## src/design/cpu_special_registers_defines.svh

```systemverilog
// Offsets, flag positions, reset values and timing counts of the special registers.
`ifndef CPU_SPECIAL_REGISTERS_DEFINES_SVH
`define CPU_SPECIAL_REGISTERS_DEFINES_SVH

// Special register offsets within data memory sector 0.
`define OFS_PORT0        8'h00
`define OFS_PTR0         8'h01
`define OFS_PORT1        8'h02
`define OFS_PTR1_LOW     8'h03
`define OFS_PTR1_SECTOR  8'h04
`define OFS_PORT2        8'h05
`define OFS_PTR2_LOW     8'h06
`define OFS_PTR2_SECTOR  8'h07
`define OFS_PC_LOW       8'h08
`define OFS_TBL_LOW      8'h09
`define OFS_TBL_HIGH_PTR 8'h0A
`define OFS_TBL_DATA_HI  8'h0B
`define OFS_STATUS       8'h0C
`define OFS_BANK         8'h0D
// First offset above the special register area.
`define OFS_SFR_LIMIT    8'h10

// Data memory address layout.
`define ADDR_W           10
`define SECTOR_W         2

// Flag positions in the status register.
`define ST_C             0
`define ST_AC            1
`define ST_Z             2
`define ST_OV            3
`define ST_PDF           4
`define ST_TO            5
`define ST_CZ            6
`define ST_SC            7

// Bits that a data write may change in the status register.
`define STATUS_WR_MASK   8'hCF

// Reset values.
`define STATUS_RST       8'h00
`define BANK_RST         8'h00
`define PTR_RST          8'h00

// Dummy cycles inserted after a program counter low byte write.
`define PC_DUMMY_CYCLES  1

`endif

```

## src/design/cpu_sfr_pkg.sv

```systemverilog
// Types shared by the special register block and its flag unit.
package cpu_sfr_pkg;

  // Operation class presented by the execution pipeline.
  typedef enum logic [2:0] {
    ALU_ADD,
    ALU_ADC,
    ALU_SUB,
    ALU_SBC,
    ALU_LOGIC,
    ALU_RLC,
    ALU_RRC
  } alu_op_t;

  // Where a resolved data access lands.
  typedef enum logic [1:0] {
    TGT_ZERO,
    TGT_REG,
    TGT_MEM
  } target_t;

endpackage

```

## src/design/flag_alu.sv

```systemverilog
// Arithmetic core that produces a result and the next status byte.
`timescale 1ns/1ns
`include "cpu_special_registers_defines.svh"

module flag_alu (
  input  cpu_sfr_pkg::alu_op_t op,
  input  logic [7:0]           a,
  input  logic [7:0]           b,
  input  logic [7:0]           status_in,
  output logic [7:0]           result,
  output logic [7:0]           status_out
);
  import cpu_sfr_pkg::*;

  // Differences add the inverted operand, so carry out means no borrow.
  wire       sub_op = (op == ALU_SUB) || (op == ALU_SBC);
  wire [7:0] b_eff  = sub_op ? ~b : b;
  wire       cin    = (op == ALU_ADD) ? 1'b0 : (op == ALU_SUB) ? 1'b1 : status_in[`ST_C];
  // Partial sums give nibble carry, carry into bit 7 and carry out.
  wire [4:0] sum4   = {1'b0, a[3:0]} + {1'b0, b_eff[3:0]} + {4'h0, cin};
  wire [7:0] sum7   = {1'b0, a[6:0]} + {1'b0, b_eff[6:0]} + {7'h00, cin};
  wire [8:0] sum8   = {1'b0, a} + {1'b0, b_eff} + {8'h00, cin};
  wire       ov     = sum7[7] ^ sum8[8];
  wire       zero   = (sum8[7:0] == 8'h00);

  // Each class touches only its own flags; system flags always pass.
  always_comb begin
    result     = a;
    status_out = status_in;
    case (op)
      ALU_ADD, ALU_ADC, ALU_SUB, ALU_SBC: begin
        result = sum8[7:0];
        status_out[`ST_C]  = sum8[8];
        status_out[`ST_AC] = sum4[4];
        status_out[`ST_Z]  = zero;
        status_out[`ST_OV] = ov;
        status_out[`ST_SC] = ov ^ sum8[7];
        if (op == ALU_SUB) begin
          status_out[`ST_CZ] = zero;
        end else if (op == ALU_SBC) begin
          status_out[`ST_CZ] = status_in[`ST_CZ] & zero;
        end
      end
      ALU_LOGIC: begin
        // Logical results arrive ready-made on b; only zero is judged.
        result = b;
        status_out[`ST_Z] = (b == 8'h00);
      end
      ALU_RLC: begin
        result = {a[6:0], status_in[`ST_C]};
        status_out[`ST_C] = a[7];
      end
      ALU_RRC: begin
        result = {status_in[`ST_C], a[7:1]};
        status_out[`ST_C] = a[0];
      end
      default: begin
        result     = a;
        status_out = status_in;
      end
    endcase
  end

endmodule

```

## src/design/cpu_special_registers.sv

```systemverilog
// Special registers of the core: indirect ports, pointers, bank, table and status.
`timescale 1ns/1ns
`include "cpu_special_registers_defines.svh"
// Overview of operation
// - Indirect port locations read zero, ignore writes.
// - Port accesses redirect to their pointer's location.
// - Port zero with pointer zero: sector 0.
// - Ports one, two: sector byte plus low.
// - Five pointers are ordinary read/write registers.
// - Extended direct addresses choose sector by upper bits.
// - Bank bit picks code bank; resets 0.
// - Low PC write jumps in page, dummy cycle.
// - Table read: high byte kept, low delivered.
// - Data writes never change timeout/halt flags.
// - Timeout flag: cleared by clear/halt, set timeout.
// - Halt flag: cleared by clear, set halt.
// - Carry from add, no-borrow, or rotate.
// - Nibble carry from low nibble add/sub.
// - Zero flag follows zero result.
// - Wrap flag: carry in/out msb differ.
// - Signed compare is wrap xor msb.
// - Chained zero follows sub, ands for sbc.
// - Status is never saved automatically.
// - Timeout and halt flags reset to zero.

module cpu_special_registers (
  input  logic                 clk,
  input  logic                 rstn,
  input  logic                 req_valid,
  input  logic                 req_write,
  input  logic                 req_ext,
  input  logic [9:0]           req_addr,
  input  logic [7:0]           req_wdata,
  output logic                 rd_valid,
  output logic [7:0]           rd_data,
  output logic                 mem_valid,
  output logic                 mem_write,
  output logic [9:0]           mem_addr,
  output logic [7:0]           mem_wdata,
  input  logic [7:0]           mem_rdata,
  input  logic [7:0]           pc_low_now,
  output logic                 pc_load,
  output logic [7:0]           pc_load_value,
  output logic                 pc_dummy,
  output logic                 code_bank,
  input  logic                 tbl_read,
  output logic                 prog_rd,
  output logic [15:0]          prog_addr,
  input  logic [15:0]          prog_word,
  output logic                 tbl_low_valid,
  output logic [7:0]           tbl_low_data,
  input  logic                 alu_valid,
  input  cpu_sfr_pkg::alu_op_t alu_op,
  input  logic [7:0]           alu_a,
  input  logic [7:0]           alu_b,
  output logic                 alu_done,
  output logic [7:0]           alu_result,
  input  logic                 wdt_clear_ins,
  input  logic                 halt_ins,
  input  logic                 wdt_timeout,
  output logic [7:0]           status
);
  import cpu_sfr_pkg::*;

  // Sector 0 address of a special register offset.
  function automatic logic [9:0] sfr_addr(input logic [7:0] ofs);
    sfr_addr = {2'b00, ofs};
  endfunction

  // True when an address is one of the three indirect port locations.
  function automatic logic is_port(input logic [9:0] a);
    is_port = (a == sfr_addr(`OFS_PORT0)) || (a == sfr_addr(`OFS_PORT1))
           || (a == sfr_addr(`OFS_PORT2));
  endfunction

  // Pointer registers, held as flip-flops inside the special register area.
  logic [7:0]  ptr0_q;            // Pointer zero.
  logic [7:0]  ptr1_low_q;        // Pointer one, offset in sector.
  logic [7:0]  ptr1_sector_q;     // Pointer one, sector select.
  logic [7:0]  ptr2_low_q;        // Pointer two, offset in sector.
  logic [7:0]  ptr2_sector_q;     // Pointer two, sector select.
  logic [7:0]  tbl_low_q;         // Table pointer low byte.
  logic [7:0]  tbl_high_ptr_q;    // Table pointer high byte.
  logic [7:0]  tbl_data_hi_q;     // High byte of the last table word.
  logic [7:0]  status_d;          // Next status byte.
  logic [7:0]  reg_rdata;         // Read value of the addressed register.
  logic        rd_pend_q;         // A read is in its memory cycle.
  target_t     rd_tgt_q;          // Where that read landed.
  logic [7:0]  rd_reg_q;          // Register value captured for that read.
  logic [7:0]  alu_res_w;         // Result from the flag unit.
  logic [7:0]  alu_st_w;          // Status from the flag unit.

  // Direct address: short instructions only see sector 0.
  // extended sector select
  wire [9:0] direct_addr = req_ext ? req_addr : {2'b00, req_addr[7:0]};
  // Indirect ports swap the direct address for their pointer's target.
  // pointer zero sector 0
  wire [9:0] ptr0_target = {2'b00, ptr0_q};
  wire [9:0] ptr1_target = {ptr1_sector_q[`SECTOR_W-1:0], ptr1_low_q};
  wire [9:0] ptr2_target = {ptr2_sector_q[`SECTOR_W-1:0], ptr2_low_q};
  wire       via_port0   = (direct_addr == sfr_addr(`OFS_PORT0));
  wire       via_port1   = (direct_addr == sfr_addr(`OFS_PORT1));
  wire       via_port2   = (direct_addr == sfr_addr(`OFS_PORT2));
  wire [9:0] eff_addr    = via_port0 ? ptr0_target :
                           via_port1 ? ptr1_target :
                           via_port2 ? ptr2_target : direct_addr;
  // A pointer aimed back at a port finds no storage there.
  // port location is empty
  wire       hit_port    = is_port(eff_addr);
  wire       hit_sfr     = (eff_addr[9:8] == 2'b00) && (eff_addr[7:0] < `OFS_SFR_LIMIT);
  wire target_t tgt      = hit_port ? TGT_ZERO : hit_sfr ? TGT_REG : TGT_MEM;
  wire [7:0] ofs         = eff_addr[7:0];
  // Register writes and reads, one strobe per access kind.
  wire       reg_wr      = req_valid && req_write && (tgt == TGT_REG);
  wire       rd_req      = req_valid && !req_write;
  wire       mem_req     = req_valid && (tgt == TGT_MEM);
  wire       wr_status   = reg_wr && (ofs == `OFS_STATUS);
  wire       wr_pc_low   = reg_wr && (ofs == `OFS_PC_LOW);
  // Flag unit works on the current status.
  flag_alu u_flag_alu (
    .op         (alu_op),
    .a          (alu_a),
    .b          (alu_b),
    .status_in  (status),
    .result     (alu_res_w),
    .status_out (alu_st_w)
  );

  // Read mux of the special register area; unused offsets read zero.
  always_comb begin
    case (ofs)
      `OFS_PTR0:         reg_rdata = ptr0_q;
      `OFS_PTR1_LOW:     reg_rdata = ptr1_low_q;
      `OFS_PTR1_SECTOR:  reg_rdata = ptr1_sector_q;
      `OFS_PTR2_LOW:     reg_rdata = ptr2_low_q;
      `OFS_PTR2_SECTOR:  reg_rdata = ptr2_sector_q;
      `OFS_PC_LOW:       reg_rdata = pc_low_now;
      `OFS_TBL_LOW:      reg_rdata = tbl_low_q;
      `OFS_TBL_HIGH_PTR: reg_rdata = tbl_high_ptr_q;
      `OFS_TBL_DATA_HI:  reg_rdata = tbl_data_hi_q;
      `OFS_STATUS:       reg_rdata = status;
      `OFS_BANK:         reg_rdata = {7'h00, code_bank};
      default:           reg_rdata = 8'h00;
    endcase
  end

  // Next status: arithmetic first, then a data write, then system events.
  // never pushed; software saves it
  always_comb begin
    status_d = status;
    if (alu_valid) begin
      status_d = alu_st_w;
    end
    if (wr_status) begin
      status_d = (req_wdata & `STATUS_WR_MASK) | (status_d & ~`STATUS_WR_MASK);
    end
    if (wdt_timeout) begin
      status_d[`ST_TO] = 1'b1;
    end else if (wdt_clear_ins || halt_ins) begin
      status_d[`ST_TO] = 1'b0;
    end
    if (halt_ins) begin
      status_d[`ST_PDF] = 1'b1;
    end else if (wdt_clear_ins) begin
      status_d[`ST_PDF] = 1'b0;
    end
  end

  // Status flags; all of them start from a known zero.
  // power-on flag values
  always_ff @(posedge clk or negedge rstn) begin
    if (!rstn) begin
      status <= `STATUS_RST;
    end else begin
      status <= status_d;
    end
  end
  // Pointers behave like plain byte registers; only a data write changes them.
  // pointers are writable registers
  always_ff @(posedge clk or negedge rstn) begin
    if (!rstn) begin
      ptr0_q        <= `PTR_RST;
      ptr1_low_q    <= `PTR_RST;
      ptr1_sector_q <= `PTR_RST;
      ptr2_low_q    <= `PTR_RST;
      ptr2_sector_q <= `PTR_RST;
    end else if (reg_wr) begin
      if (ofs == `OFS_PTR0)        ptr0_q        <= req_wdata;
      if (ofs == `OFS_PTR1_LOW)    ptr1_low_q    <= req_wdata;
      if (ofs == `OFS_PTR1_SECTOR) ptr1_sector_q <= req_wdata;
      if (ofs == `OFS_PTR2_LOW)    ptr2_low_q    <= req_wdata;
      if (ofs == `OFS_PTR2_SECTOR) ptr2_sector_q <= req_wdata;
    end
  end
  // Code bank select; only bit 0 is stored.
  // bank bit register
  always_ff @(posedge clk or negedge rstn) begin
    if (!rstn) begin
      code_bank <= 1'(`BANK_RST);
    end else if (reg_wr && (ofs == `OFS_BANK)) begin
      code_bank <= req_wdata[0];
    end
  end
  // Table pointers are writable; the high data byte is loaded only by a read.
  always_ff @(posedge clk or negedge rstn) begin
    if (!rstn) begin
      tbl_low_q      <= `PTR_RST;
      tbl_high_ptr_q <= `PTR_RST;
    end else if (reg_wr) begin
      if (ofs == `OFS_TBL_LOW)      tbl_low_q      <= req_wdata;
      if (ofs == `OFS_TBL_HIGH_PTR) tbl_high_ptr_q <= req_wdata;
    end
  end
  // Table fetch: address out one cycle, word split on the next edge.
  // table word split
  always_ff @(posedge clk or negedge rstn) begin
    if (!rstn) begin
      prog_rd       <= 1'b0;
      prog_addr     <= 16'h0000;
      tbl_low_valid <= 1'b0;
      tbl_low_data  <= 8'h00;
      tbl_data_hi_q <= 8'h00;
    end else begin
      prog_rd       <= tbl_read;
      prog_addr     <= tbl_read ? {tbl_high_ptr_q, tbl_low_q} : prog_addr;
      tbl_low_valid <= prog_rd;
      if (prog_rd) begin
        tbl_low_data  <= prog_word[7:0];
        tbl_data_hi_q <= prog_word[15:8];
      end
    end
  end
  // Program counter low write: jump pulse, then the dummy cycle.
  // in-page jump with dummy
  always_ff @(posedge clk or negedge rstn) begin
    if (!rstn) begin
      pc_load       <= 1'b0;
      pc_load_value <= 8'h00;
      pc_dummy      <= 1'b0;
    end else begin
      pc_load       <= wr_pc_low;
      pc_load_value <= wr_pc_low ? req_wdata : pc_load_value;
      pc_dummy      <= pc_load;
    end
  end
  // Data memory port; port-location and register accesses never reach it.
  // writes to ports dropped
  always_ff @(posedge clk or negedge rstn) begin
    if (!rstn) begin
      mem_valid <= 1'b0;
      mem_write <= 1'b0;
      mem_addr  <= 10'h000;
      mem_wdata <= 8'h00;
    end else begin
      mem_valid <= mem_req;
      mem_write <= mem_req && req_write;
      mem_addr  <= mem_req ? eff_addr : mem_addr;
      mem_wdata <= mem_req ? req_wdata : mem_wdata;
    end
  end
  // Reads take two edges so memory and register reads line up alike.
  always_ff @(posedge clk or negedge rstn) begin
    if (!rstn) begin
      rd_pend_q <= 1'b0;
      rd_tgt_q  <= TGT_ZERO;
      rd_reg_q  <= 8'h00;
      rd_valid  <= 1'b0;
      rd_data   <= 8'h00;
    end else begin
      rd_pend_q <= rd_req;
      rd_tgt_q  <= tgt;
      rd_reg_q  <= reg_rdata;
      rd_valid  <= rd_pend_q;
      rd_data   <= (rd_tgt_q == TGT_MEM) ? mem_rdata :
                   (rd_tgt_q == TGT_REG) ? rd_reg_q : 8'h00;
    end
  end
  // Result of the flag unit, held for the pipeline.
  always_ff @(posedge clk or negedge rstn) begin
    if (!rstn) begin
      alu_done   <= 1'b0;
      alu_result <= 8'h00;
    end else begin
      alu_done   <= alu_valid;
      alu_result <= alu_valid ? alu_res_w : alu_result;
    end
  end

  wire       quiet_sys = !wdt_timeout && !wdt_clear_ins && !halt_ins;
  wire       arith     = alu_valid && (alu_op inside {ALU_ADD, ALU_ADC, ALU_SUB, ALU_SBC});
  wire [8:0] add_chk   = {1'b0, alu_a} + {1'b0, alu_b};
endmodule

```

## config.mk

```make
export PLATFORM = sky130hd
export DESIGN_NAME = cpu_special_registers
export DESIGN_NICKNAME = d
export VERILOG_FILES = /design/src/design/cpu_sfr_pkg.sv /design/src/design/flag_alu.sv /design/src/design/cpu_special_registers.sv
export VERILOG_INCLUDE_DIRS = /design/src /design/src/design
export SDC_FILE = /design/constraint.sdc
export NUM_CORES = 1
export LEC_CHECK = 0
export ABC_CLOCK_PERIOD_IN_PS = 5100
export BUFFER_PORTS_ARGS = -buffer_cell sky130_fd_sc_hd__buf_4
export CELL_PAD_IN_SITES_DETAIL_PLACEMENT = 0
export CELL_PAD_IN_SITES_GLOBAL_PLACEMENT = 1
export CORE_MARGIN = 2
export CORE_UTILIZATION = 47
export CTS_CLUSTER_DIAMETER = 60
export DETAILED_ROUTE_END_ITERATION = 6
export PLACE_DENSITY = 0.83
export SLEW_MARGIN = 0
export SYNTH_ARGS = -nofsm -noshare
export SYNTH_HDL_FRONTEND = slang
export SYNTH_SLANG_ARGS = --single-unit
```

## constraint.sdc

```tcl
create_clock -name clk -period 5.1 [get_ports clk]
set_clock_uncertainty 0.1 [all_clocks]
set_input_delay 1.275 -clock clk [delete_from_list [all_inputs] [get_ports clk]]
set_output_delay 1.275 -clock clk [all_outputs]
set_load 0.05 [all_outputs]
```

==> Word level (Yosys, flattened, before mapping) <==
Index checks and enable logic that the tools add are counted.
{ "word_totals": {"reg_bits": 158, "inputBits": 79, "output_inout_bits": 83} }
{ "op_classes": {"n_bitwise": 5, "n_reduce_logical": 37, "n_mux": 26, "eq_ne": 25, "addsub": 6, "order_cmp": 1} }
{ "op_table": {"columns": ["cell", "count"], "rows": [
  ["$pmux 8 s11", 1],
  ["$eq 8x4->1 const B", 6],
  ["$mux 10", 4],
  ["$mux 8", 5],
  ["$pmux 8 s4", 1],
  ["$eq 8x3->1 const B", 3],
  ["$eq 10x2->1 const B", 2],
  ["$eq 10x3->1 const B", 2],
  ["$logic_not 10->1", 2],
  ["$reduce_and 2->1", 10],
  ["$logic_not 8->1", 2],
  ["$mux 1", 10],
  ["$add 8x8->9", 1],
  ["$add 9x1->9", 1],
  ["$eq 3x3->1 const B", 3],
  ["$logic_and 1x1->1", 9],
  ["$add 7x7->8", 1],
  ["$add 8x1->8", 1],
  ["$eq 8x1->1 const B", 1],
  ["$eq 8x2->1 const B", 1],
  ["$lt 8x5->1 const B", 1],
  ["$not 8->8", 1],
  ["$or 8x6->8", 1],
  ["$eq 3x2->1 const B", 2],
  ["other kinds (19)", 29]
]} }

==> Longest topological paths before layout <==
Gate-level depths: netlist (run 1).
{ "logic_depth": {"word_depth": 15, "mapped_depth": 14, "ltp_nobuf": 12} }

==> Hierarchy <==
From an unflattened synthesis (run 1), not the netlist that was laid out.
{ "unflattened": {"hier_cells": 643, "area_unflattened_um2": 8010.2} }
{ "by_module_without_submodules": {"columns": ["mod", "n_inst", "area_per_inst_um2", "cells_each"], "rows": [
  ["cpu_special_registers", 1, 7089.3, 536],
  ["flag_alu", 1, 920.9, 107]
]} }

==> Least setup slack after synthesis (run 1) <==
No wires, ideal clock.
{ "synth_timing": {"kind": "input -> register", "start": "in alu_op[2]", "end": "reg status[2]", "setup_time_ns": 0.125, "slack_ns": 0.875, "arrival_time_ns": 4.000, "required_time_ns": 4.875, "cell_stages": 14, "n_path_buf": 2, "cell_sequence": "clkbuf_1 -> nand2b_1 -> clkbuf_1 -> xor2_1 -> fa_1 -> inv_1 -> fa_1 -> a211oi_1 -> nor2_1 -> o31ai_1 -> a21boi_0 -> nor3_1 -> a21oi_1 -> mux2i_1"} }
{ "synth_between": {"elab_chain_cells": 9, "word_cells_on_any_way": 18, "cone_classes": "2 x add/sub; 4 x eq/ne; 6 x mux; 6 x reduce/logical"} }
{ "synth_rtl": {"columns": ["item", "line_no", "rtl"], "rows": [
  ["from (decl)", "cpu_special_registers.sv:53", "input cpu_sfr_pkg::alu_op_t alu_op,"],
  ["$eq 3x2->1, on equally long branches", "flag_alu.sv:16, flag_alu.sv:18, flag_alu.sv:30", null],
  ["$logic_or 1x1->1", "flag_alu.sv:16", "wire sub_op = (op == ALU_SUB) || (op == ALU_SBC);"],
  ["$mux 8", "flag_alu.sv:17", "wire [7:0] b_eff = sub_op ? ~b : b;"],
  ["$add 8x8->9", "flag_alu.sv:22", "wire [8:0] sum8 = {1'b0, a} + {1'b0, b_eff} + {8'h00, cin};"],
  ["$add 9x1->9", "flag_alu.sv:22", null],
  ["$logic_not 8->1", "flag_alu.sv:24", "wire zero = (sum8[7:0] == 8'h00);"],
  ["$pmux 1 s2", "flag_alu.sv:30", "case (op)"],
  ["$mux 8", "cpu_special_registers.sv:151", "if (alu_valid) begin"],
  ["$mux 8", "cpu_special_registers.sv:154", "if (wr_status) begin"],
  ["to (signal assigned)", "cpu_special_registers.sv:173", "status <= `STATUS_RST;"],
  ["to (signal assigned)", "cpu_special_registers.sv:175", "status <= status_d;"],
  ["to (decl)", "cpu_special_registers.sv:61", "output logic [7:0] status"]
]} }
Several ways; a longest one is shown, not always the timed one. The select of a mux whose other input is x is not followed.
A chain may end at the register's enable or synchronous reset.

==> Final worst setup path (run 1) <==
{ "layout_timing": {"start": "in req_addr[8]", "end": "reg mem_wdata[7]"} }
{ "layout_between": {"elab_chain_cells": 11, "word_cells_on_any_way": 19, "cone_classes": "1 x order compare; 5 x eq/ne; 6 x mux; 7 x reduce/logical"} }
{ "layout_rtl": {"columns": ["item", "line_no", "rtl"], "rows": [
  ["from (decl)", "cpu_special_registers.sv:32", "input logic [9:0] req_addr,"],
  ["$mux 10 (*)", "cpu_special_registers.sv:95", "wire [9:0] direct_addr = req_ext ? req_addr : {2'b00, req_addr[7:0]};"],
  ["$eq 10x3->1", "cpu_special_registers.sv:103", "wire via_port2 = (direct_addr == sfr_addr(`OFS_PORT2));"],
  ["$mux 10", "cpu_special_registers.sv:106", "via_port2 ? ptr2_target : direct_addr;"],
  ["$mux 10", "cpu_special_registers.sv:105", "via_port1 ? ptr1_target :"],
  ["$mux 10 (*)", "cpu_special_registers.sv:104", "wire [9:0] eff_addr = via_port0 ? ptr0_target :"],
  ["$lt 8x5->1 (no line), or another cell as far along", null, null],
  ["$logic_and 1x1->1 or $logic_or 1x1->1 (tied branches)", "cpu_special_registers.sv:110, cpu_special_registers.sv:72", null],
  ["$mux 2 or $logic_or 1x1->1 (tied branches)", "cpu_special_registers.sv:111, cpu_special_registers.sv:72", null],
  ["$mux 2 (*)", "cpu_special_registers.sv:111", "wire target_t tgt = hit_port ? TGT_ZERO : hit_sfr ? TGT_REG : TGT_MEM;"],
  ["$eq 2x2->1 (*)", "cpu_special_registers.sv:116", "wire mem_req = req_valid && (tgt == TGT_MEM);"],
  ["$logic_and 1x1->1 (*)", "cpu_special_registers.sv:116", null],
  ["to (signal assigned)", "cpu_special_registers.sv:258", "mem_wdata <= mem_req ? req_wdata : mem_wdata;"],
  ["to (decl)", "cpu_special_registers.sv:39", "output logic [7:0] mem_wdata,"]
]} }
Mark *: on every way between the ends. The rest lies on a longest branch, timed or not.

==> results of run 1 <==
## sequential cells by signal (all words and copies together) (netlist names), 2 cells and up
register,count
prog_addr,16
mem_addr,10
alu_result,8
mem_wdata,8
pc_load_value,8
ptr0_q,8
ptr1_low_q,8
ptr1_sector_q,8
ptr2_low_q,8
ptr2_sector_q,8
rd_data,8
rd_reg_q,8
status,8
tbl_data_hi_q,8
tbl_high_ptr_q,8
tbl_low_data,8
tbl_low_q,8
rd_tgt_q,2
## cells in the final DEF (no fill, tap or decap), types with 5 or more instances in the layout
master,count
sky130_fd_sc_hd__nor4_1,13
sky130_fd_sc_hd__a211oi_1,5
sky130_fd_sc_hd__mux2_2,105
sky130_fd_sc_hd__a21oi_1,19
sky130_fd_sc_hd__buf_4,193
sky130_fd_sc_hd__a21o_1,6
sky130_fd_sc_hd__mux4_2,8
sky130_fd_sc_hd__nand3_1,25
sky130_fd_sc_hd__inv_1,14
sky130_fd_sc_hd__dfrtp_1,158
sky130_fd_sc_hd__o21ai_0,20
sky130_fd_sc_hd__nand4_1,13
sky130_fd_sc_hd__xnor2_1,10
sky130_fd_sc_hd__ha_1,7
sky130_fd_sc_hd__clkbuf_16,17
sky130_fd_sc_hd__a22oi_1,6
sky130_fd_sc_hd__a2111oi_0,9
sky130_fd_sc_hd__nand2_1,55
sky130_fd_sc_hd__a22o_1,8
sky130_fd_sc_hd__mux2i_1,8
sky130_fd_sc_hd__nor2_1,28
sky130_fd_sc_hd__nor2b_1,5
sky130_fd_sc_hd__nand3_2,6
sky130_fd_sc_hd__a222oi_1,8
sky130_fd_sc_hd__nor3_1,13
## worst register-to-register path, stage by stage, from the launching register on
cell and delay [ns]:
sky130_fd_sc_hd__dfrtp_1 0.48, sky130_fd_sc_hd__a41o_1 0.23, sky130_fd_sc_hd__a211o_1 0.28, sky130_fd_sc_hd__or4_1 0.76
sky130_fd_sc_hd__buf_4 0.26, sky130_fd_sc_hd__o21ai_2 0.94, sky130_fd_sc_hd__mux2_2 0.43
## report_power, final
| part | internal [W] | total (W) | switching, W | leakage [nW] |
|---|---|---|---|---|
| registers | 0.00131 | 0.00136 | 0.0000448 | 2.07 |
| logic | 0.000233 | 0.000659 | 0.000426 | 2.42 |
| clock network | 0.000706 | 0.00128 | 0.000572 | 0.284 |
## metal layers
layer	GRT usage	vias up
li1	-	2853
met1	0.387	3197
met2	0.432	272
met3	0.0738	37
met4	0.0922	0
met5	0	-
## path summary, 6_finish.rpt
| path | start | end | slack, ns |
|---|---|---|---|
| max reg2reg | ptr2_low_q[5] | mem_wdata[7] | 1.50 |
| min | rd_pend_q | rd_valid | 0.27 |
| min in group asynchronous | rstn | alu_result[5] | 0.87 |
| max in group asynchronous | rstn | rd_reg_q[1] | 3.02 |
| max | req_addr[8] | mem_wdata[7] | 0.63 |
| min reg2reg | rd_pend_q | rd_valid | 0.27 |
## stage by stage
step	utilization	hold slack [ns]	instance area, sq um
5_1_grt	0.608	0.266	10000
4_1_cts	0.608	0.266	10000
3_3_place_gp	0.572	0.235	9420
2_1_floorplan	-	0.231	7860
3_5_place_dp	0.572	0.244	9420
6_report	0.608	0.267	10000
## area by class of cell
class / instances / share of cell area
Timing Repair Buffer: 194 / 0.146
Inverter: 14 / 0.00525
Multi-Input combinational cell: 455 / 0.367
Tap cell: 220 / 0.0275
Clock inverter: 13 / 0.0150
Clock buffer: 18 / 0.0439
Sequential cell: 158 / 0.395
## kinds of logic after synthesis
group                    Yosys count  share of synthesized area
AO/OA/AOI/OAI                    116                      0.109
XOR/XNOR                          13                     0.0145
buffers and inverters             58                     0.0312
flip-flops                       158                      0.503
AND/OR/NAND/NOR                  192                      0.137
multiplexers                     125                      0.189
adder cells (fa/ha/maj)            9                     0.0162
==> results.ini, run 1 <==
[run_status]
status = finished clean

[synth]
synth_async_sr_flop_share = 1.00
synth_seq_cells = 158
synth.cells.most_frequent = 158 x sky130_fd_sc_hd__dfrtp_1, 105 x sky130_fd_sc_hd__mux2_2, 55 x sky130_fd_sc_hd__nand2_1
avgSynthCellArea_sq_um = 11.7
synthesis.area_sq_mm = 0.00786
synthMostInstantiatedCell = sky130_fd_sc_hd__dfrtp_1
yosysTopAreaCellShare = 0.503
synth_flop_cell = sky130_fd_sc_hd__dfrtp_1
synth_edf_count = 0
synth.area.top_cells = sky130_fd_sc_hd__dfrtp_1 50%, sky130_fd_sc_hd__mux2_2 15%, sky130_fd_sc_hd__nand2_1 2.6%, sky130_fd_sc_hd__mux4_2 2.3%, sky130_fd_sc_hd__nand3_1 1.6%
yosysSeqAreaShare = 0.503
ys_warn_count = 0
synthesis.instances = 671
syn-num-nets = 759
count_of_unique_library_cells_instantiated_by_yosys = 67
synth_area_leader_cell = sky130_fd_sc_hd__dfrtp_1

[timing]
setup_tns_ns = 0
fin_crit_ns = 4.47
final-setup-viol-count = 0
final.period_utilization = 0.876
finalMaxSlewViolations = 0
achievable-frequency_ghz = 0.224
setup_slack_ns = 0.632
hold_viol = 0
worst_rel_slew_slack = 0.190
grt_setup_unrepaired = false
worst_pin_slew_ns = 1.22

[global_routing]
antenna_found_initial = 0
grt_max_degree = 110
first_global_vias = 6403
gr-total-overflow = 0
grt_pass1_wl_um = 37600
grt.total_usage = 0.280

[setup_path]
critical_path_class = input port to flop
timing.critical_path.from_type = input port
crit_required_ns = 5.31
critical-path-top-delay-family = compound AO/OA/AOI/OAI gates
cp.arrival_ns = 4.67
crit_path_top_delay_cell = sky130_fd_sc_hd__o21ai_2
critical_path.endpoint_type = flop
crit_path_frequent_cell = sky130_fd_sc_hd__buf_4
reg2reg_depth = 6
crit_fanout = 26
worstPathCellList = buf_4 > o21a_1 > nor4_1 > a211o_1 > or4_1 > buf_4 > o21ai_2 > mux2_2
critical_path_buf_inv_count = 2
timing.critical_path.depth = 8
cp_slowest_stage_delay_ns = 0.94

[place]
gp_routability_congestion = 1.01
dpl.cell_count = 1041
place_hpwl_um = 18400
io_port_bufs = 161
placement.setup.worst_slack_ns = 0.179

[cts]
post_cts_resized = 0
insertion_delay_ns = 0.43
holdBufCountCts = 0
clock_sink_count = 158
cts_buf_count = 17
cts_max_level = 4
clk_pin_slew_ns = 0.07
number_of_setup_buffers_added_after_cts = 0
clk_root_buffer_cell = sky130_fd_sc_hd__clkbuf_16
cts_tree = done
ctsLongestPathBuffers = 2

[finish]
sequential_cell_area_sq_mm = 0.00395
area_used_by_multi_input_combinational_logic_sq_mm = 0.00367
synthesis_to_layout_area_growth_pct = 27.3
fill_cells = 1414
finish.cell_count_without_fillers = 1072
final_layout_size_suffix_gt1_frac = 0.424
diodes = 0
num-nets-final = 928

[pwr]
leakage_nw = 4.77
ir_worst_vdd_mv = 0.243
power.total_w = 0.00329
pwr_density_cell_mw_per_mm2 = 329

[routing]
drt-initial-drc-count = 456
routed_via_density = 5.93
antenna_left = 0
met3RoutedLength_um = 1780
wire_per_inst_um = 22.9
detail_route.first_pass.iterations = 7
postRouteWirelength_um = 24500
routed-wl-met2_um = 11200
detail_route.wirelength.met1_um = 10900
routed-via-count = 6359
top_layer_used = met4
post-route-drc-count = 0

[min_path]
min-delay-path-class = flop to flop
hold-path-cell-count = 0

[floorplanning]
die_width_um = 133
coreArea_sq_mm = 0.0165
die_area_sq_mm = 0.0178
boundaryPins = 162
chipHeight_um = 133
initial_standard_cell_utilization_of_the_core = 0.477
num_rows = 47

[flow_run]
timing.max_cap.violations = 0

No activity file was read; power rests on OpenSTA's default activity.
==> run 2, diff against run 1 <==
- PLACE_DENSITY: 0.83 -> unset
- PLACE_DENSITY_LB_ADDON: unset -> 0.1
==> run 2 against run 1 <==
Net effect: largest power group unchanged; final cell count shrank 0.93%; utilization shrank 0.43 points; die area is the same; wire length shrank 3.1%; highest routed layer unchanged.
==> results.ini, run 2 (synthesis gave the netlist of run 1 again) <==
[run_status]
status = finished clean

[setup_path]
cp.arrival_ns = 4.67
crit_path_frequent_cell = sky130_fd_sc_hd__buf_4
crit_path_top_delay_cell = sky130_fd_sc_hd__or4_1
timing.critical_path.from_type = input port
critical-path-top-delay-family = simple AND/OR/NAND/NOR gates
crit_fanout = 20
crit_required_ns = 5.31
critical_path_class = input port to flop
critical_path.endpoint_type = flop
cp_slowest_stage_delay_ns = 0.69
critical_path_buf_inv_count = 2
worstPathCellList = buf_4 > or4_1 > o41ai_1 > and2_1 > buf_4 > nand4_1 > nor2_1 > nand3_2 > mux2_2

[cts]
post_cts_resized = 0
number_of_setup_buffers_added_after_cts = 0
cts_buf_count = 17
clk_root_buffer_cell = sky130_fd_sc_hd__clkbuf_16
clock_sink_count = 158
cts_max_level = 4
ctsLongestPathBuffers = 2
cts_tree = done
clk_pin_slew_ns = 0.06
holdBufCountCts = 0
insertion_delay_ns = 0.43

[floorplanning]
chipHeight_um = 133
coreArea_sq_mm = 0.0165
num_rows = 47
die_width_um = 133
die_area_sq_mm = 0.0178
initial_standard_cell_utilization_of_the_core = 0.477
boundaryPins = 162

[place]
placed_cell_area_sq_mm = 0.00935
gp_routability_congestion = 0.954
place_hpwl_um = 17700
dpl.cell_count = 1031
io_port_bufs = 161

[finish]
fill_cells = 1404
final_layout_size_suffix_gt1_frac = 0.416
max_reg_flops = 16
most_frequent_cells_in_the_layout = 182 x sky130_fd_sc_hd__buf_4, 158 x sky130_fd_sc_hd__dfrtp_1, 105 x sky130_fd_sc_hd__mux2_2
top_register = prog_addr
leading_cell_type_in_the_layout_fill_and_taps_excluded = sky130_fd_sc_hd__buf_4
biggest_registers_after_layout = prog_addr x16, mem_addr x10
finish.cell_count_without_fillers = 1062
diodes = 0
fin_area_sq_mm = 0.00993
synthesis_to_layout_area_growth_pct = 26.4
num-nets-final = 918

[timing]
setup_tns_ns = 0
worst_rel_slew_slack = 0.252
final.period_utilization = 0.875
final-setup-viol-count = 0
achievable-frequency_ghz = 0.224
grt_setup_unrepaired = false
worst_pin_slew_ns = 1.11
fin_crit_ns = 4.46
hold_viol = 0
finalMaxSlewViolations = 0

[min_path]
min-delay-path-class = flop to flop

[routing]
drt-initial-drc-count = 586
post-route-drc-count = 0
wire_per_inst_um = 22.4
routed-via-count = 6264
routed_via_density = 5.90
detail_route.first_pass.iterations = 5
antenna_left = 0
postRouteWirelength_um = 23800

[global_routing]
grt_max_degree = 84
gr-total-overflow = 0
first_global_vias = 6283
grt.total_usage = 0.274
antenna_found_initial = 0
grt_pass1_wl_um = 36700

[pwr]
ir_worst_vdd_mv = 0.273
leakage_nw = 4.73
pwr_density_cell_mw_per_mm2 = 330

[flow_run]
timing.max_cap.violations = 0

==> run 2: cell count changes in the layout (fill, tap and decap cells not counted), sizes merged <==
cell      before  now
clkinvlp       2    1
clkinv         3    2
buf          194  184
inv           21   23
==> run 2: layer usage <==
metal,share of wire,vias up,wire length (um),GRT usage
met1,0.46,3149,10900,0.395
met5,0,-,0,0
met2,0.45,244,10800,0.411
li1,-,2836,-,-
met4,0.025,0,598,0.0952
met3,0.061,35,1450,0.0616
==> run 2: where the power goes <==
group | internal (W) | leakage, nW | switching [W]
sequential | 0.00131 | 2.07 | 0.0000454
combinational | 0.000231 | 2.37 | 0.000423
clock | 0.000706 | 0.289 | 0.000563
==> run 2: stage by stage <==
stage          setup slack [ns]  utilization  total power [W]  hold slack [ns]
3_5_place_dp              0.259        0.568          0.00204            0.236
3_3_place_gp              0.197        0.568          0.00203            0.235
5_1_grt                   0.510        0.603          0.00341            0.252
6_report                  0.639        0.603          0.00328            0.247
4_1_cts                   0.715        0.603          0.00331            0.250
2_1_floorplan             0.875            -          0.00178            0.231
==> run 2: area by class of cell <==
| type | instances | area [sq um] | area share |
|---|---|---|---|
| well taps | 220 | 275 | 0.0277 |
| clock inverters | 13 | 148 | 0.0149 |
| inverters | 14 | 52.6 | 0.00529 |
| clock buffers | 18 | 439 | 0.0442 |
| multi-input cells | 455 | 3670 | 0.369 |
| repair buffers | 184 | 1400 | 0.141 |
| flip-flops and latches | 158 | 3950 | 0.398 |
==> run 2: path summary, 6_finish.rpt <==
check                            start                 to  slack, ns  cells past startpoint
min reg2reg                  rd_pend_q           rd_valid       0.25                      0
min in group asynchronous         rstn      alu_result[2]       0.78                      1
max in group asynchronous         rstn          mem_valid       3.24                      2
max reg2reg                  ptr0_q[3]  tbl_high_ptr_q[1]       1.54                      8
min                          rd_pend_q           rd_valid       0.25                      0
max                        req_addr[4]   ptr1_sector_q[3]       0.64                      9
==> run 3, diff against run 2 <==
- ABC_CLOCK_PERIOD_IN_PS: 5100 -> 4700
- CORE_UTILIZATION: 47 -> 44
- PLACE_DENSITY: unset -> 0.81
- PLACE_DENSITY_LB_ADDON: 0.1 -> unset
- clock period: 5.1 -> 4.7 ns (I/O delays scaled with it)
==> run 3 against run 2 <==
Net effect: combinational power is 8.4% higher; power is 8.4% higher; clock-buffer cell count stayed put; largest power group unchanged; setup slack worse by 0.22 ns; final cell count is 0.66% higher; utilization is 3.0 points lower; largest cell class unchanged; sequential cell count stayed put; via count is 0.46% lower.
==> results.ini, run 3 (synthesis gave the netlist of run 1 again) <==
[global_routing]
gr-total-overflow = 0
grt_pass1_wl_um = 36800
first_global_vias = 6325
antenna_found_initial = 0
grt_max_degree = 91
grt.total_usage = 0.262

[setup_path]
worstPathCellList = buf_4 > o21ai_1 > and4_1 > a221o_1 > or4_1 > buf_12 > nor4_4 > nand3_2 > mux2_2
critical_path.endpoint_type = flop
crit_path_top_delay_cell = sky130_fd_sc_hd__or4_1
reg2reg_depth = 9
timing.rr.end = ptr2_low_q[5]
crit_fanout = 24
crit_required_ns = 4.91
critical_path_buf_inv_count = 2
timing.rr.start = ptr0_q[3]
critical_path_class = input port to flop
setup.reg_to_reg.worst_slack_ns = 1.08
timing.critical_path.from_type = input port
cp_slowest_stage_delay_ns = 0.65
cp.arrival_ns = 4.49
critical-path-top-delay-family = simple AND/OR/NAND/NOR gates

[cts]
ctsLongestPathBuffers = 2
cts_buf_count = 17
number_of_setup_buffers_added_after_cts = 0
holdBufCountCts = 0
post_cts_resized = 0
cts_max_level = 4
clk_root_buffer_cell = sky130_fd_sc_hd__clkbuf_16
clk_pin_slew_ns = 0.07
cts_tree = done
insertion_delay_ns = 0.43
clock_sink_count = 158

[min_path]
hold-path-cell-count = 0
min-delay-path-class = flop to flop
hold_path_end = rd_valid
worst_hold_startpoint = rd_pend_q

[pwr]
swShare = 0.314
power.share.sequential = 0.413
ir_worst_vdd_mv = 0.247
leakage_nw = 4.74
pwr_density_cell_mw_per_mm2 = 357
switching_power_of_the_nets_w = 0.00112
clock_network_power_share = 0.387
intPower_w = 0.00244
power.share.combinational = 0.199

[timing]
worst_pin_slew_ns = 1.26
hold_viol = 0
grt_setup_unrepaired = false
achievable-frequency_ghz = 0.234
final.period_utilization = 0.910
final-setup-viol-count = 0
worst_rel_slew_slack = 0.162
setup_tns_ns = 0
finalMaxSlewViolations = 0
fin_crit_ns = 4.28

[routing]
routed_via_density = 5.83
detail_route.wirelength.met1_um = 10900
postRouteWirelength_um = 23600
post-route-drc-count = 0
met3RoutedLength_um = 1520
routed-wl-met2_um = 10700
routed-via-count = 6235
drt-initial-drc-count = 636
antenna_left = 0
wire_per_inst_um = 22.1
detail_route.first_pass.iterations = 5
top_layer_used = met4

[run_status]
status = finished clean

[floorplanning]
chipHeight_um = 138
die_area_sq_mm = 0.0189
die_width_um = 138
boundaryPins = 162
num_rows = 48
coreArea_sq_mm = 0.0174
initial_standard_cell_utilization_of_the_core = 0.453

[finish]
top_register = prog_addr
num-nets-final = 919
leading_cell_type_in_the_layout_fill_and_taps_excluded = sky130_fd_sc_hd__buf_4
finish.cell_count_without_fillers = 1069
synthesis_to_layout_area_growth_pct = 26.7
max_reg_flops = 16
biggest_registers_after_layout = prog_addr x16, mem_addr x10
diodes = 0
most_frequent_cells_in_the_layout = 182 x sky130_fd_sc_hd__buf_4, 158 x sky130_fd_sc_hd__dfrtp_1, 105 x sky130_fd_sc_hd__mux2_2
final_layout_size_suffix_gt1_frac = 0.416
fill_cells = 1457

[place]
dpl.cell_count = 1037
gp_routability_congestion = 0.974
place_hpwl_um = 17700
io_port_bufs = 161

[flow_run]
timing.max_cap.violations = 0

==> run 3: cell types whose count changed in the layout (fill, tap and decap cells not counted), sizes merged <==
| cell | previous run | this run |
|---|---|---|
| clkinv | 2 | 6 |
| inv | 23 | 20 |
| buf | 184 | 185 |
==> run 3: stage by stage <==
stage               area [sq um]  power, W   util  setup WS, ns  hold WS, ns
global route                9960   0.00371  0.574         0.239        0.271
CTS                         9960   0.00359  0.574         0.466        0.257
detailed placement          9370   0.00221  0.540        0.0325        0.242
global placement            9370   0.00220  0.540        0.0118        0.236
finish                      9960   0.00356  0.574         0.423        0.254
floorplan                   7860   0.00193      -         0.575        0.231
==> run 3: worst max-delay path by stage <==
stage | from | to | cells after the start
2_1_floorplan | alu_op[2] | status[2] | 14
3_3_place_gp | req_ext | ptr2_low_q[4] | 9
3_5_place_dp | req_addr[8] | ptr2_low_q[5] | 9
4_1_cts | req_addr[8] | ptr2_low_q[5] | 9
5_1_grt | req_ext | ptr2_low_q[3] | 9
6_report | req_ext | ptr2_low_q[5] | 9
==> run 3: routing by layer <==
layer,GRT usage,vias up
li1,-,2842
met2,0.386,230
met4,0.0830,0
met1,0.385,3130
met3,0.0552,33
met5,0,-
==> run 3: power by group through the flow <==
stage	combinational [W]	clock (W)	sequential, W
global placement	0.000704	0	0.00149
CTS	0.000712	0.00140	0.00147
global route	0.000764	0.00147	0.00148
floorplan	0.000248	0	0.00169
finish	0.000709	0.00138	0.00147
detailed placement	0.000710	0	0.00150
==> run 3: cell type report <==
| class | instances | area, sq um | share of cell area |
|---|---|---|---|
| sequential | 158 | 3950 | 0.397 |
| multi-input combinational | 455 | 3660 | 0.368 |
| timing repair buffer | 185 | 1420 | 0.142 |
| clock buffer | 18 | 439 | 0.0441 |
| tap | 225 | 282 | 0.0283 |
| clock inverter | 14 | 150 | 0.0151 |
| inverter | 14 | 52.6 | 0.00528 |
